--- src/rxu_pkg.sv ---
// package with register map, field positions and types of the serial receiver
package rxu_pkg;
	localparam logic [2:0] ADDR_STATUS_A  = 3'h0;
	localparam logic [2:0] ADDR_CONTROL_B = 3'h1;
	localparam logic [2:0] ADDR_CONTROL_C = 3'h2;
	localparam logic [2:0] ADDR_DATA      = 3'h3;
	localparam logic [2:0] ADDR_BAUD_LO   = 3'h4;
	localparam logic [2:0] ADDR_BAUD_HI   = 3'h5;
	// status a fields
	localparam int SA_RXC_POS = 7;
	localparam int SA_FRM_POS = 4;
	localparam int SA_OVR_POS = 3;
	localparam int SA_PAR_POS = 2;
	localparam int SA_U2X_POS = 1;
	// control b fields
	localparam int CB_IRQ_POS = 7;
	localparam int CB_ENA_POS = 4;
	localparam int CB_SZ2_POS = 2;
	localparam int CB_B8_POS  = 1;
	// control c fields
	localparam int CC_PM_HI  = 5;
	localparam int CC_PM_LO  = 4;
	localparam int CC_TSB_POS = 3;
	localparam int CC_SZ_HI  = 2;
	localparam int CC_SZ_LO  = 1;
	// reset values
	localparam logic [7:0]  STATUS_A_RESET  = 8'h00;
	localparam logic [7:0]  CONTROL_B_RESET = 8'h00;
	localparam logic [7:0]  CONTROL_C_RESET = 8'h06;
	localparam logic [11:0] BAUD_DIV_RESET  = 12'h000;
	// sampling: samples per bit and majority window
	localparam logic [3:0] NORM_PERIOD = 4'hF;
	localparam logic [3:0] NORM_VOTE_FIRST = 4'h8;
	localparam logic [3:0] DBL_PERIOD  = 4'h7;
	localparam logic [3:0] DBL_VOTE_FIRST = 4'h4;
	localparam logic [2:0] SIZE_NINE = 3'h7;
	localparam logic [3:0] BITS_MIN = 4'h5;
	localparam logic [3:0] BITS_NINE = 4'h9;
	localparam logic [3:0] BITS_EIGHT = 4'h8;

	typedef enum {RXU_IDLE, RXU_START, RXU_DATA, RXU_PARITY, RXU_STOP} rxu_state_e;

	typedef struct packed {
		logic       ninth;
		logic       framing;
		logic       overrun;
		logic       parity;
		logic [7:0] data;
	} rxu_entry_s;

	typedef struct packed {
		logic [3:0] nbits;
		logic       par_en;
		logic       par_odd;
		logic       dbl;
	} rxu_frame_cfg_s;
endpackage

--- src/rxu_receiver.sv ---
// asynchronous serial receiver with two-entry receive buffer and register port
// Function
// - each buffer entry keeps ninth bit and error flags; data read advances.
// - receive-complete flag is one exactly while unread entries exist.
// - clearing receiver enable flushes buffer and clears receive-complete.
// - interrupt request stays while receive-complete and its enable are set.
// - writes to error flag positions leave flags unchanged; software writes zeros.
// - error flags never raise an interrupt request.
// - framing flag reflects first stop bit only, ignoring two-stop setting.
// - overrun set when buffer full, character held, and new start detected.
// - overrun cleared when a frame moves into the receive buffer.
// - parity flag reads zero for frames received while parity checking is disabled.
// - parity mode upper bit enables check, lower bit selects odd.
// - parity flag per entry uses mode at arrival, valid until read.
// - clearing enable stops reception at once and releases the pin.
// - line sampled at sixteen times baud, eight times in double speed.
// - falling edge on idle line starts detection, first low is sample one.
// - start qualified by majority of samples 8-10 or 4-6, else rejected.
// - bit timing resynchronised at every valid start bit.
// - each data, parity, stop bit decided by majority of centre samples.
// - frame moves to buffer at first stop bit; second stop ignored.
//
// Added by the designer: the address-and-strobe port and the register offsets.
`timescale 1ns/100ps
`default_nettype none
module rxu_receiver #(
	parameter int DIV_W = 12
) (
	input  wire logic       clk_i,
	input  wire logic       arst_n_i,
	input  wire logic [2:0] addr_i,
	input  wire logic [7:0] wdata_i,
	input  wire logic       we_i,
	input  wire logic       re_i,
	output logic      [7:0] rdata_o,
	input  wire logic       serial_rx_pin_i,
	output logic            rx_irq_o,
	output logic            rx_pin_owned_o
);
	logic [7:0]       ctrl_b_q;
	logic [7:0]       ctrl_c_q;
	logic             dbl_q;
	logic [DIV_W-1:0] div_q;
	logic [DIV_W-1:0] div_cnt_q;
	logic             tick_q;
	logic             rx_s1_q;
	logic             rx_s2_q;
	logic             line_prev_q;
	rxu_pkg::rxu_state_e  state_q;
	rxu_pkg::rxu_frame_cfg_s cfg_q;
	logic [3:0]       idx_q;
	logic [1:0]       vote_q;
	logic [3:0]       bitcnt_q;
	logic [8:0]       shreg_q;
	logic             pacc_q;
	logic             pbit_q;
	rxu_pkg::rxu_entry_s  fifo_q [2];
	logic             wptr_q;
	logic             rptr_q;
	logic [1:0]       count_q;
	logic             pend_q;
	rxu_pkg::rxu_entry_s  pend_entry_q;
	logic             ovr_q;
	logic             rx_irq_q;
	logic [7:0]       rdata_q;
	logic                 enable;
	logic [2:0]           size_sel;
	logic [3:0]           period;
	logic [3:0]           vote_first;
	logic [3:0]           vote_last;
	logic                 voted;
	logic                 in_window;
	logic                 start_seen;
	logic                 frame_done;
	logic                 overrun_evt;
	rxu_pkg::rxu_entry_s  new_entry;
	rxu_pkg::rxu_entry_s  head;
	rxu_pkg::rxu_frame_cfg_s cfg_now;
	logic [8:0]           aligned;
	logic                 pop;
	logic                 space;
	logic                 push;
	rxu_pkg::rxu_entry_s  push_entry;
	logic                 rx_complete;
	assign enable     = ctrl_b_q[rxu_pkg::CB_ENA_POS];
	assign size_sel   = {ctrl_b_q[rxu_pkg::CB_SZ2_POS],
		ctrl_c_q[rxu_pkg::CC_SZ_HI:rxu_pkg::CC_SZ_LO]};
	assign period     = cfg_q.dbl ? rxu_pkg::DBL_PERIOD : rxu_pkg::NORM_PERIOD;
	assign vote_first = cfg_q.dbl ? rxu_pkg::DBL_VOTE_FIRST : rxu_pkg::NORM_VOTE_FIRST;
	assign vote_last  = vote_first + 4'h2;
	assign in_window  = (idx_q >= vote_first) && (idx_q <= vote_last);
	// majority of two stored centre samples and the current one
	assign voted = (vote_q[0] & vote_q[1]) | ((vote_q[0] | vote_q[1]) & rx_s2_q);
	assign start_seen = enable && tick_q && (state_q == rxu_pkg::RXU_IDLE)
		&& line_prev_q && !rx_s2_q;
	assign rx_complete = (count_q != 2'h0);
	assign head = fifo_q[rptr_q];
	assign pop  = re_i && (addr_i == rxu_pkg::ADDR_DATA) && rx_complete;
	assign space = (count_q != 2'h2) || pop;
	assign overrun_evt = start_seen && pend_q && (count_q == 2'h2) && !pop;
	always_comb begin
		cfg_now.nbits = rxu_pkg::BITS_EIGHT;
		if (size_sel == rxu_pkg::SIZE_NINE) begin
			cfg_now.nbits = rxu_pkg::BITS_NINE;
		end else if (!size_sel[2]) begin
			cfg_now.nbits = rxu_pkg::BITS_MIN + {2'h0, size_sel[1:0]};
		end
		cfg_now.par_en  = ctrl_c_q[rxu_pkg::CC_PM_HI];
		cfg_now.par_odd = ctrl_c_q[rxu_pkg::CC_PM_LO];
		cfg_now.dbl     = dbl_q;
	end
	// data bits arrive lsb first at the top; shift down to align, upper bits zero
	assign aligned = shreg_q >> (4'h9 - cfg_q.nbits);
	assign frame_done = tick_q && (state_q == rxu_pkg::RXU_STOP) && (idx_q == vote_last);
	always_comb begin
		new_entry.ninth   = aligned[8];
		new_entry.data    = aligned[7:0];
		new_entry.framing = !voted;
		new_entry.parity  = cfg_q.par_en && (pbit_q != (pacc_q ^ cfg_q.par_odd));
		new_entry.overrun = 1'b0;
	end

	always_comb begin
		push       = 1'b0;
		push_entry = pend_entry_q;
		if (pend_q && space) begin
			push = 1'b1;
		end else if (!pend_q && frame_done && space) begin
			push       = 1'b1;
			push_entry = new_entry;
		end
		push_entry.overrun = ovr_q | overrun_evt;
	end
	// sample tick generator
	always_ff @(posedge clk_i or negedge arst_n_i) begin
		if (!arst_n_i) begin
			div_cnt_q <= '0;
			tick_q    <= 1'b0;
		end else if (div_cnt_q == '0) begin
			div_cnt_q <= div_q;
			tick_q    <= 1'b1;
		end else begin
			div_cnt_q <= div_cnt_q - 1'b1;
			tick_q    <= 1'b0;
		end
	end
	// pin synchroniser
	always_ff @(posedge clk_i or negedge arst_n_i) begin
		if (!arst_n_i) begin
			rx_s1_q <= 1'b1;
			rx_s2_q <= 1'b1;
		end else begin
			rx_s1_q <= serial_rx_pin_i;
			rx_s2_q <= rx_s1_q;
		end
	end
	// clock and data recovery
	always_ff @(posedge clk_i or negedge arst_n_i) begin
		if (!arst_n_i) begin
			state_q     <= rxu_pkg::RXU_IDLE;
			line_prev_q <= 1'b1;
			idx_q       <= 4'h0;
			vote_q      <= 2'h0;
			bitcnt_q    <= 4'h0;
			shreg_q     <= 9'h000;
			pacc_q      <= 1'b0;
			pbit_q      <= 1'b0;
			cfg_q       <= '0;
		end else if (!enable) begin
			state_q     <= rxu_pkg::RXU_IDLE;
			line_prev_q <= 1'b1;
		end else if (tick_q) begin
			if (in_window && (idx_q != vote_last)) begin
				vote_q <= {vote_q[0], rx_s2_q};
			end
			idx_q <= (idx_q == period) ? 4'h0 : idx_q + 4'h1;
			case (state_q)
				rxu_pkg::RXU_IDLE: begin
					line_prev_q <= rx_s2_q;
					if (start_seen) begin
						state_q  <= rxu_pkg::RXU_START;
						idx_q    <= 4'h2;
						cfg_q    <= cfg_now;
						bitcnt_q <= 4'h0;
						shreg_q  <= 9'h000;
						pacc_q   <= 1'b0;
					end
				end
				rxu_pkg::RXU_START: begin
					if ((idx_q == vote_last) && voted) begin
						state_q     <= rxu_pkg::RXU_IDLE;
						line_prev_q <= 1'b1;
					end else if (idx_q == period) begin
						state_q <= rxu_pkg::RXU_DATA;
					end
				end
				rxu_pkg::RXU_DATA: begin
					if (idx_q == vote_last) begin
						shreg_q  <= {voted, shreg_q[8:1]};
						pacc_q   <= pacc_q ^ voted;
						bitcnt_q <= bitcnt_q + 4'h1;
					end
					if ((idx_q == period) && (bitcnt_q == cfg_q.nbits)) begin
						state_q <= cfg_q.par_en ? rxu_pkg::RXU_PARITY : rxu_pkg::RXU_STOP;
					end
				end
				rxu_pkg::RXU_PARITY: begin
					if (idx_q == vote_last) begin
						pbit_q <= voted;
					end
					if (idx_q == period) begin
						state_q <= rxu_pkg::RXU_STOP;
					end
				end
				rxu_pkg::RXU_STOP: begin
					if (idx_q == vote_last) begin
						state_q     <= rxu_pkg::RXU_IDLE;
						line_prev_q <= voted;
					end
				end
				default: begin
					state_q <= rxu_pkg::RXU_IDLE;
				end
			endcase
		end
	end

	// receive buffer and held character
	always_ff @(posedge clk_i or negedge arst_n_i) begin
		if (!arst_n_i) begin
			fifo_q[0]    <= '0;
			fifo_q[1]    <= '0;
			wptr_q       <= 1'b0;
			rptr_q       <= 1'b0;
			count_q      <= 2'h0;
			pend_q       <= 1'b0;
			pend_entry_q <= '0;
		end else if (!enable) begin
			count_q <= 2'h0;
			wptr_q  <= 1'b0;
			rptr_q  <= 1'b0;
			pend_q  <= 1'b0;
		end else begin
			if (push) begin
				fifo_q[wptr_q] <= push_entry;
				wptr_q         <= ~wptr_q;
			end
			if (pop) begin
				rptr_q <= ~rptr_q;
			end
			count_q <= count_q + {1'b0, push} - {1'b0, pop};
			if (frame_done && (pend_q ? push : !space)) begin
				pend_entry_q <= new_entry;
				pend_q       <= 1'b1;
			end else if (push && pend_q) begin
				pend_q <= 1'b0;
			end
		end
	end
	// overrun seen since last move into the buffer; an event never meets a move
	always_ff @(posedge clk_i or negedge arst_n_i) begin
		if (!arst_n_i) begin
			ovr_q <= 1'b0;
		end else if (!enable) begin
			ovr_q <= 1'b0;
		end else begin
			ovr_q <= overrun_evt || (ovr_q && !push);
		end
	end
	// register writes; error flag positions are not writable
	always_ff @(posedge clk_i or negedge arst_n_i) begin
		if (!arst_n_i) begin
			ctrl_b_q <= rxu_pkg::CONTROL_B_RESET;
			ctrl_c_q <= rxu_pkg::CONTROL_C_RESET;
			dbl_q    <= rxu_pkg::STATUS_A_RESET[rxu_pkg::SA_U2X_POS];
			div_q    <= rxu_pkg::BAUD_DIV_RESET[DIV_W-1:0];
		end else if (we_i) begin
			case (addr_i)
				rxu_pkg::ADDR_STATUS_A:  dbl_q <= wdata_i[rxu_pkg::SA_U2X_POS];
				rxu_pkg::ADDR_CONTROL_B: ctrl_b_q <= {wdata_i[7:2], 2'h0};
				rxu_pkg::ADDR_CONTROL_C: ctrl_c_q <= {2'h0, wdata_i[5:1], 1'b0};
				rxu_pkg::ADDR_BAUD_LO:   div_q[7:0] <= wdata_i;
				rxu_pkg::ADDR_BAUD_HI:   div_q[DIV_W-1:8] <= wdata_i[DIV_W-9:0];
				default: begin
				end
			endcase
		end
	end
	// read data, one cycle after the strobe
	always_ff @(posedge clk_i or negedge arst_n_i) begin
		if (!arst_n_i) begin
			rdata_q <= 8'h00;
		end else if (re_i) begin
			case (addr_i)
				rxu_pkg::ADDR_STATUS_A: begin
					rdata_q <= 8'h00;
					rdata_q[rxu_pkg::SA_RXC_POS] <= rx_complete;
					rdata_q[rxu_pkg::SA_FRM_POS] <= rx_complete & head.framing;
					rdata_q[rxu_pkg::SA_OVR_POS] <= rx_complete & head.overrun;
					rdata_q[rxu_pkg::SA_PAR_POS] <= rx_complete & head.parity;
					rdata_q[rxu_pkg::SA_U2X_POS] <= dbl_q;
				end
				rxu_pkg::ADDR_CONTROL_B: begin
					rdata_q <= ctrl_b_q;
					rdata_q[rxu_pkg::CB_B8_POS] <= rx_complete & head.ninth;
				end
				rxu_pkg::ADDR_CONTROL_C: rdata_q <= ctrl_c_q;
				rxu_pkg::ADDR_DATA:      rdata_q <= rx_complete ? head.data : 8'h00;
				rxu_pkg::ADDR_BAUD_LO:   rdata_q <= div_q[7:0];
				rxu_pkg::ADDR_BAUD_HI:   rdata_q <= {{(16-DIV_W){1'b0}}, div_q[DIV_W-1:8]};
				default:                 rdata_q <= 8'h00;
			endcase
		end else begin
			rdata_q <= 8'h00;
		end
	end

	// only the receive-complete state requests an interrupt
	always_ff @(posedge clk_i or negedge arst_n_i) begin
		if (!arst_n_i) begin
			rx_irq_q <= 1'b0;
		end else begin
			rx_irq_q <= ctrl_b_q[rxu_pkg::CB_IRQ_POS] && enable
				&& ((count_q + {1'b0, push} - {1'b0, pop}) != 2'h0);
		end
	end

	assign rdata_o        = rdata_q;
	assign rx_irq_o       = rx_irq_q;
	assign rx_pin_owned_o = ctrl_b_q[rxu_pkg::CB_ENA_POS];
endmodule
`default_nettype wire

--- config.mk ---
export PLATFORM = sky130hd
export DESIGN_NAME = rxu_receiver
export DESIGN_NICKNAME = d
export VERILOG_FILES = /design/src/rxu_pkg.sv /design/src/rxu_receiver.sv
export SDC_FILE = /design/constraint.sdc
export NUM_CORES = 1
export LEC_CHECK = 0
export BUFFER_PORTS_ARGS = -buffer_cell sky130_fd_sc_hd__buf_2
export CAP_MARGIN = 40
export CORE_ASPECT_RATIO = 1.4
export CORE_MARGIN = 2
export CORE_UTILIZATION = 48
export CTS_CLUSTER_DIAMETER = 30
export DETAILED_ROUTE_END_ITERATION = 6
export HOLD_SLACK_MARGIN = 0.15
export PLACE_DENSITY_LB_ADDON = 0.3
export SLEW_MARGIN = 20
export SYNTH_ARGS = -nofsm -noshare
export SYNTH_HDL_FRONTEND = slang
export SYNTH_SLANG_ARGS = --single-unit
export TNS_END_PERCENT = 20
--- constraint.sdc ---
create_clock -name clk_i -period 5.6 [get_ports clk_i]
set_input_delay 0 -clock clk_i [delete_from_list [all_inputs] [get_ports clk_i]]
set_output_delay 0 -clock clk_i [all_outputs]
set_load 0.02 [all_outputs]
---- After elaboration in Yosys (flattened, before gate mapping) ----
Cells that the tools add are included.
cells by class
  $add $sub $neg .......................... 8
  $lt $le $gt $ge ......................... 5
  equality and inequality tests ........... 31
  shifts and indexed selects .............. 1
  multiplexer cells ....................... 56
  bitwise gates (word level) .............. 15
  reductions and logical operators ........ 54
operator list
  cell                                                                    number
  32-bit two-way mux                                                      8
  32-bit case mux with 5 select lines                                     1
  12-bit two-way mux                                                      7
  32-bit by 2-bit equality test with 1-bit output, second input constant  2
  32-bit zero test                                                        2
  8-bit case mux with 6 select lines                                      1
  4-bit two-way mux                                                       9
  32-bit by 1-bit equality test with 1-bit output, second input constant  1
  32-bit by 3-bit equality test with 1-bit output, second input constant  1
  32-bit by 4-bit equality test with 1-bit output, second input constant  1
  1-bit logical AND                                                       25
  24-bit bitwise mux                                                      1
  1-bit two-way mux                                                       18
  9-bit two-way mux                                                       2
  9-bit case mux with 2 select lines                                      1
  8-bit two-way mux                                                       2
  2-bit AND reduction                                                     8
  3-bit != test, second input constant                                    5
  12-bit demux with 1-bit select                                          1
  4-bit equality test                                                     3
  12-bit zero test                                                        1
  4-bit AND reduction                                                     3
  12-bit by 1-bit subtractor with 12-bit output, second input constant    1
  3-bit equality test, second input constant                              3
  38 further kinds                                                        63
word-level totals
  flip-flop bits (word level) ............. 150

---- Logic depth before layout (Yosys ltp) ----
  word-level depth ........................ 12
  mapped depth ............................ 10
  gate-level depth less buffers ........... 10

---- Worst setup path before layout ----
Ideal clock, no wire load.
  kind .................................... flip-flop to flip-flop
  start ................................... register cfg_q[0] (netlist name)
  end ..................................... register rx_irq_q (netlist: rx_irq_o)
  library setup time ...................... 0.120 ns
  data arrival time ....................... 2.355 ns
  required time ........................... 5.480 ns
  path slack .............................. 3.125 ns
  cell stages (with the launch flop) ...... 11
  path buffers ............................ 0
  path through ............................ dfrtp_1 > inv_1 > ha_1 > and4b_1 > a21oi_1 > nand3_1 > o21ai_0 > ha_1 > xor2_1 > xnor2_1 > o211a_1
between the ends
  cells in the longest elaborated chain, start to end .. 12
ends and longest elaborated chain
  item                                         RTL line             RTL
  from (decl)                                  rxu_receiver.sv:50   rxu_pkg::rxu_frame_cfg_s cfg_q;
  from (signal assigned)                       rxu_receiver.sv:183  cfg_q <= cfg_now;
  4-bit two-way mux                            rxu_receiver.sv:89   assign vote_first = cfg_q.dbl ? rxu_pkg::DBL_VOTE_FIRST : rxu_pkg::NORM_VOTE_FIRST;
  4-bit by 2-bit adder with 4-bit output       rxu_receiver.sv:90   assign vote_last = vote_first + 4'h2;
  4-bit equality test                          rxu_receiver.sv:114  assign frame_done = tick_q && (state_q == rxu_pkg::RXU_STOP) && (idx_q == vote_last);
  1-bit logical AND                            rxu_receiver.sv:114
  1-bit logical AND (2 in a row)               rxu_receiver.sv:128  end else if (!pend_q && frame_done && space) begin
  1-bit two-way mux                            rxu_receiver.sv:128
  1-bit two-way mux                            rxu_receiver.sv:126  if (pend_q && space) begin
  2-bit by 1-bit adder with 2-bit output       rxu_receiver.sv:324  && ((count_q + {1'b0, push} - {1'b0, pop}) != 2'h0);
  2-bit by 1-bit subtractor with 2-bit output  rxu_receiver.sv:324
  2-bit nonzero test                           rxu_receiver.sv:324
  1-bit logical AND                            rxu_receiver.sv:324
  to (signal assigned)                         rxu_receiver.sv:323  rx_irq_q <= ctrl_b_q[rxu_pkg::CB_IRQ_POS] && enable
  to (decl)                                    rxu_receiver.sv:64   logic rx_irq_q;
No other way between the ends.
A chain may end at the register's enable or synchronous reset.

---- Worst setup path after layout ----
Same ends and word-level chain as after synthesis.

==> reports/metrics.cfg <==
[clock_tree]
clock_latency_ps=410
cts-buffers-inserted=17
cts.repair.resized=0
root_buffer=clkbuf_16
cts_tree=done
clock-sinks=121
cts-htree-levels=4
cts_setup_buffers=0
clk_pin_slew_ps=60
clockBufferDepth=2
cts_hold_buf=14

[setup_path]
critPathMaxFanout=7
crit_path_start_kind=register
cpMostUsedCell=ha_1
required_ps=5890
max_stage_delay_ps=600
worstSetupPathType=reg2reg
path_cells=inv_1 > ha_1 > and4b_1 > a21oi_1 > nand3_1 > o21ai_0 > ha_1 > xor2_1 > xnor2_1 > o211a_1
cpLargestDelayFamily=compound AO/OA/AOI/OAI gates
end_kind=register
crit_buf_inv=1
slowest_stage=a21oi_1
arrival_ps=3110

[finish]
multi_input_area_um2=2950
synthToLayoutAreaGrowth_pct=17.1
layout.nets=650
antenna_cells=0
regArea_um2=3030
fill_cells=1020
drive_gt1_frac=0.208
design_area_um2=7220

[synth]
yosysTopAreaCellShare=0.471
synth_xor_area_frac=0.0313
synth_top_family_by_area=multiplexers
synth_edf_count=0
synth-compound-area-share=0.109
synth_fa_ha_area_frac=0.0239
synthCells=582
ys_warn_count=0
synth_cell_types=63
netlist_area_um2=6170
seq_area_frac_synth=0.492
yosysTopAreaCell=dfrtp_1
syn_nets=609
synth_mux_area_frac=0.161
yosys.area_share.simple=0.151
synth.avg_cell_area_um2=10.6
synthFlopType=dfrtp_1
synthTopCellsByArea=dfrtp_1, mux2_2, mux2i_1
async_flop_share=1.00
ys_ff_latch=121

[drt]
wl_um=13500
dr_wl_met2_um=6990
top_layer_used=met4
ant_nets=0
first_pass_iters=4
dr_wl_met3_um=486
drtIter0Drc=202
via_count=4515
wl_per_cell_um=17.1
vias_per_cell=5.72
wl_met1_um=5720
drc_errors=0

[placed_design]
gp_routability_congestion=0.865
hpwlAfterDp_um=9620
place_area_um2=6460
port_buffers=25

[grt]
grt_pass1_wl_um=22400
grt.total_usage=0.207
antenna_found_initial=0
grt_pass1_vias=4550
grt_max_degree=48
grt-ovfl-total=0

[floorplan]
die_x_um=99.8
coreArea_um2=12700
dieArea_um2=13800
initial_core_util=0.486
ios=26
die_h_um=138
fp-row-count=49

[power_and_ir_drop]
p_leak_nw=3.20
irDropWorstVdd_uv=155
powerDensity_nw_per_um2=359
finalPower_w=0.00259

[timing]
tns_ps=0
worst_slew_pin_slew_ps=793
period_share=0.503
clock.fmax_mhz=355
rsz0062_at_grt=false
slew_viol_final=0
finalHoldViolCount=0
setup_violations=0
fin_crit_ps=2820
slew_headroom=0.469
finalClockSkew_ps=13.2

[outcome]
status=finished, final reports clean

[flow_run]
drv_cap=0

[min_path]
hold_path_class=in2async

-- path summary, 6_finish.rpt --
path	start	end	slack [ps]	cells after the start
setup / recovery	cfg_q[0]	rx_irq_o	2780	10
hold / removal	arst_n_i	div_cnt_q[9]	140	2
setup reg to reg	cfg_q[0]	rx_irq_o	2780	10
hold reg to reg	rx_s1_q	rx_s2_q	360	0
max in group asynchronous	arst_n_i	fifo_q[2]	4280	4
min in group clk_i	addr_i[0]	dbl_q	210	3
-- stage by stage --
stage | util | instances | worst slack (ps) | hold WS (ps)
global route | 0.569 | 789 | 2630 | 182
CTS | 0.569 | 789 | 2790 | 155
floorplan | - | 582 | 3120 | -296
global placement | 0.505 | 739 | 2880 | 28.2
detailed placement | 0.509 | 743 | 2820 | 49.3
finish | 0.569 | 789 | 2780 | 140
-- worst register-to-register path: stages (launching register included) --
cell and delay (ps):
dfrtp_1 370, inv_1 70, ha_1 330, and4b_1 300, a21oi_1 600, nand3_1 210, o21ai_0 130, ha_1 190
xor2_1 170, xnor2_1 100, o211a_1 210
-- power breakdown --
| part | switching (W) | internal [W] | total, W |
|---|---|---|---|
| combinational | 0.000194 | 0.000164 | 0.000357 |
| clock | 0.000408 | 0.000727 | 0.00113 |
| sequential | 0.000118 | 0.000984 | 0.00110 |
-- synthesized netlist by cell type (2+ instances only) --
cell and instances:
buf_6 2, inv_1 20, mux2_4 5, nor3_1 9
or4_1 3, ha_1 11, dfstp_2 5, mux2i_1 33
mux4_2 6, buf_2 5, nand2b_1 7, xnor2_1 9
nor2b_1 5, o22a_1 3, xor2_1 13, clkbuf_1 16
o21ai_0 42, nor2_1 52, and3_1 5, a21oi_1 29
nand3b_1 4, mux2_2 40, dfrtp_1 116, o31ai_1 3
nand2_1 64, a31oi_1 2, nand4b_1 2, a22oi_1 7
nand3_1 14, and2_1 3, or2_2 2, o22ai_1 6
nor4_1 6, nor3b_1 4
-- area by class of cell --
| cell class | instances | area share |
|---|---|---|
| clock buffers | 19 | 0.0627 |
| clock inverters | 13 | 0.0234 |
| inverters | 20 | 0.0104 |
| multi-input cells | 416 | 0.408 |
| flip-flops and latches | 121 | 0.420 |
| well taps | 153 | 0.0265 |
| repair buffers | 47 | 0.0487 |
-- sequential cells by signal (all words and copies together), names as in the netlist, 2 cells and up --
signal	flops
fifo_q	24
idx_q	4
rdata_o	8
ctrl_b_q	6
state_q	3
pend_entry_q	11
cfg_q	7
ctrl_c_q	5
count_q	2
vote_q	2
div_q	12
bitcnt_q	4
shreg_q	9
div_cnt_q	12
-- kinds of logic (layout without fill, tap and decap cells) --
kind of cell | Yosys count | after routing
AND/OR/NAND/NOR | 189 | 189
flip-flops | 121 | 121
AO/OA/AOI/OAI | 109 | 109
multiplexers | 84 | 84
buffers and inverters | 45 | 99
XOR/XNOR | 22 | 22
adder cells (fa/ha/maj) | 12 | 12
-- placed cells by master, fill, tap and decap left out, drive strengths merged, types with 6 or more instances in the layout --
master / netlist / layout
o22ai: 6 / 6
xor2: 13 / 13
nand3: 14 / 14
mux4: 6 / 6
mux2i: 33 / 33
ha: 11 / 11
buf: 9 / 33
a22oi: 7 / 7
o21ai: 42 / 42
mux2: 45 / 45
nand2: 64 / 64
clkbuf: 16 / 19
inv: 20 / 22
a21oi: 29 / 29
dfrtp: 116 / 116
xnor2: 9 / 9
dlygate4sd3: 0 / 14
nor3: 10 / 10
nor2: 52 / 52
nand2b: 7 / 7
nor4: 7 / 7
-- metal layers --
layer	global-route usage	up-vias
li1	-	2154
met1	0.250	2238
met2	0.345	103
met3	0.0531	20
met4	0.0916	0
met5	0	-
(Power assumes the default switching activity.)
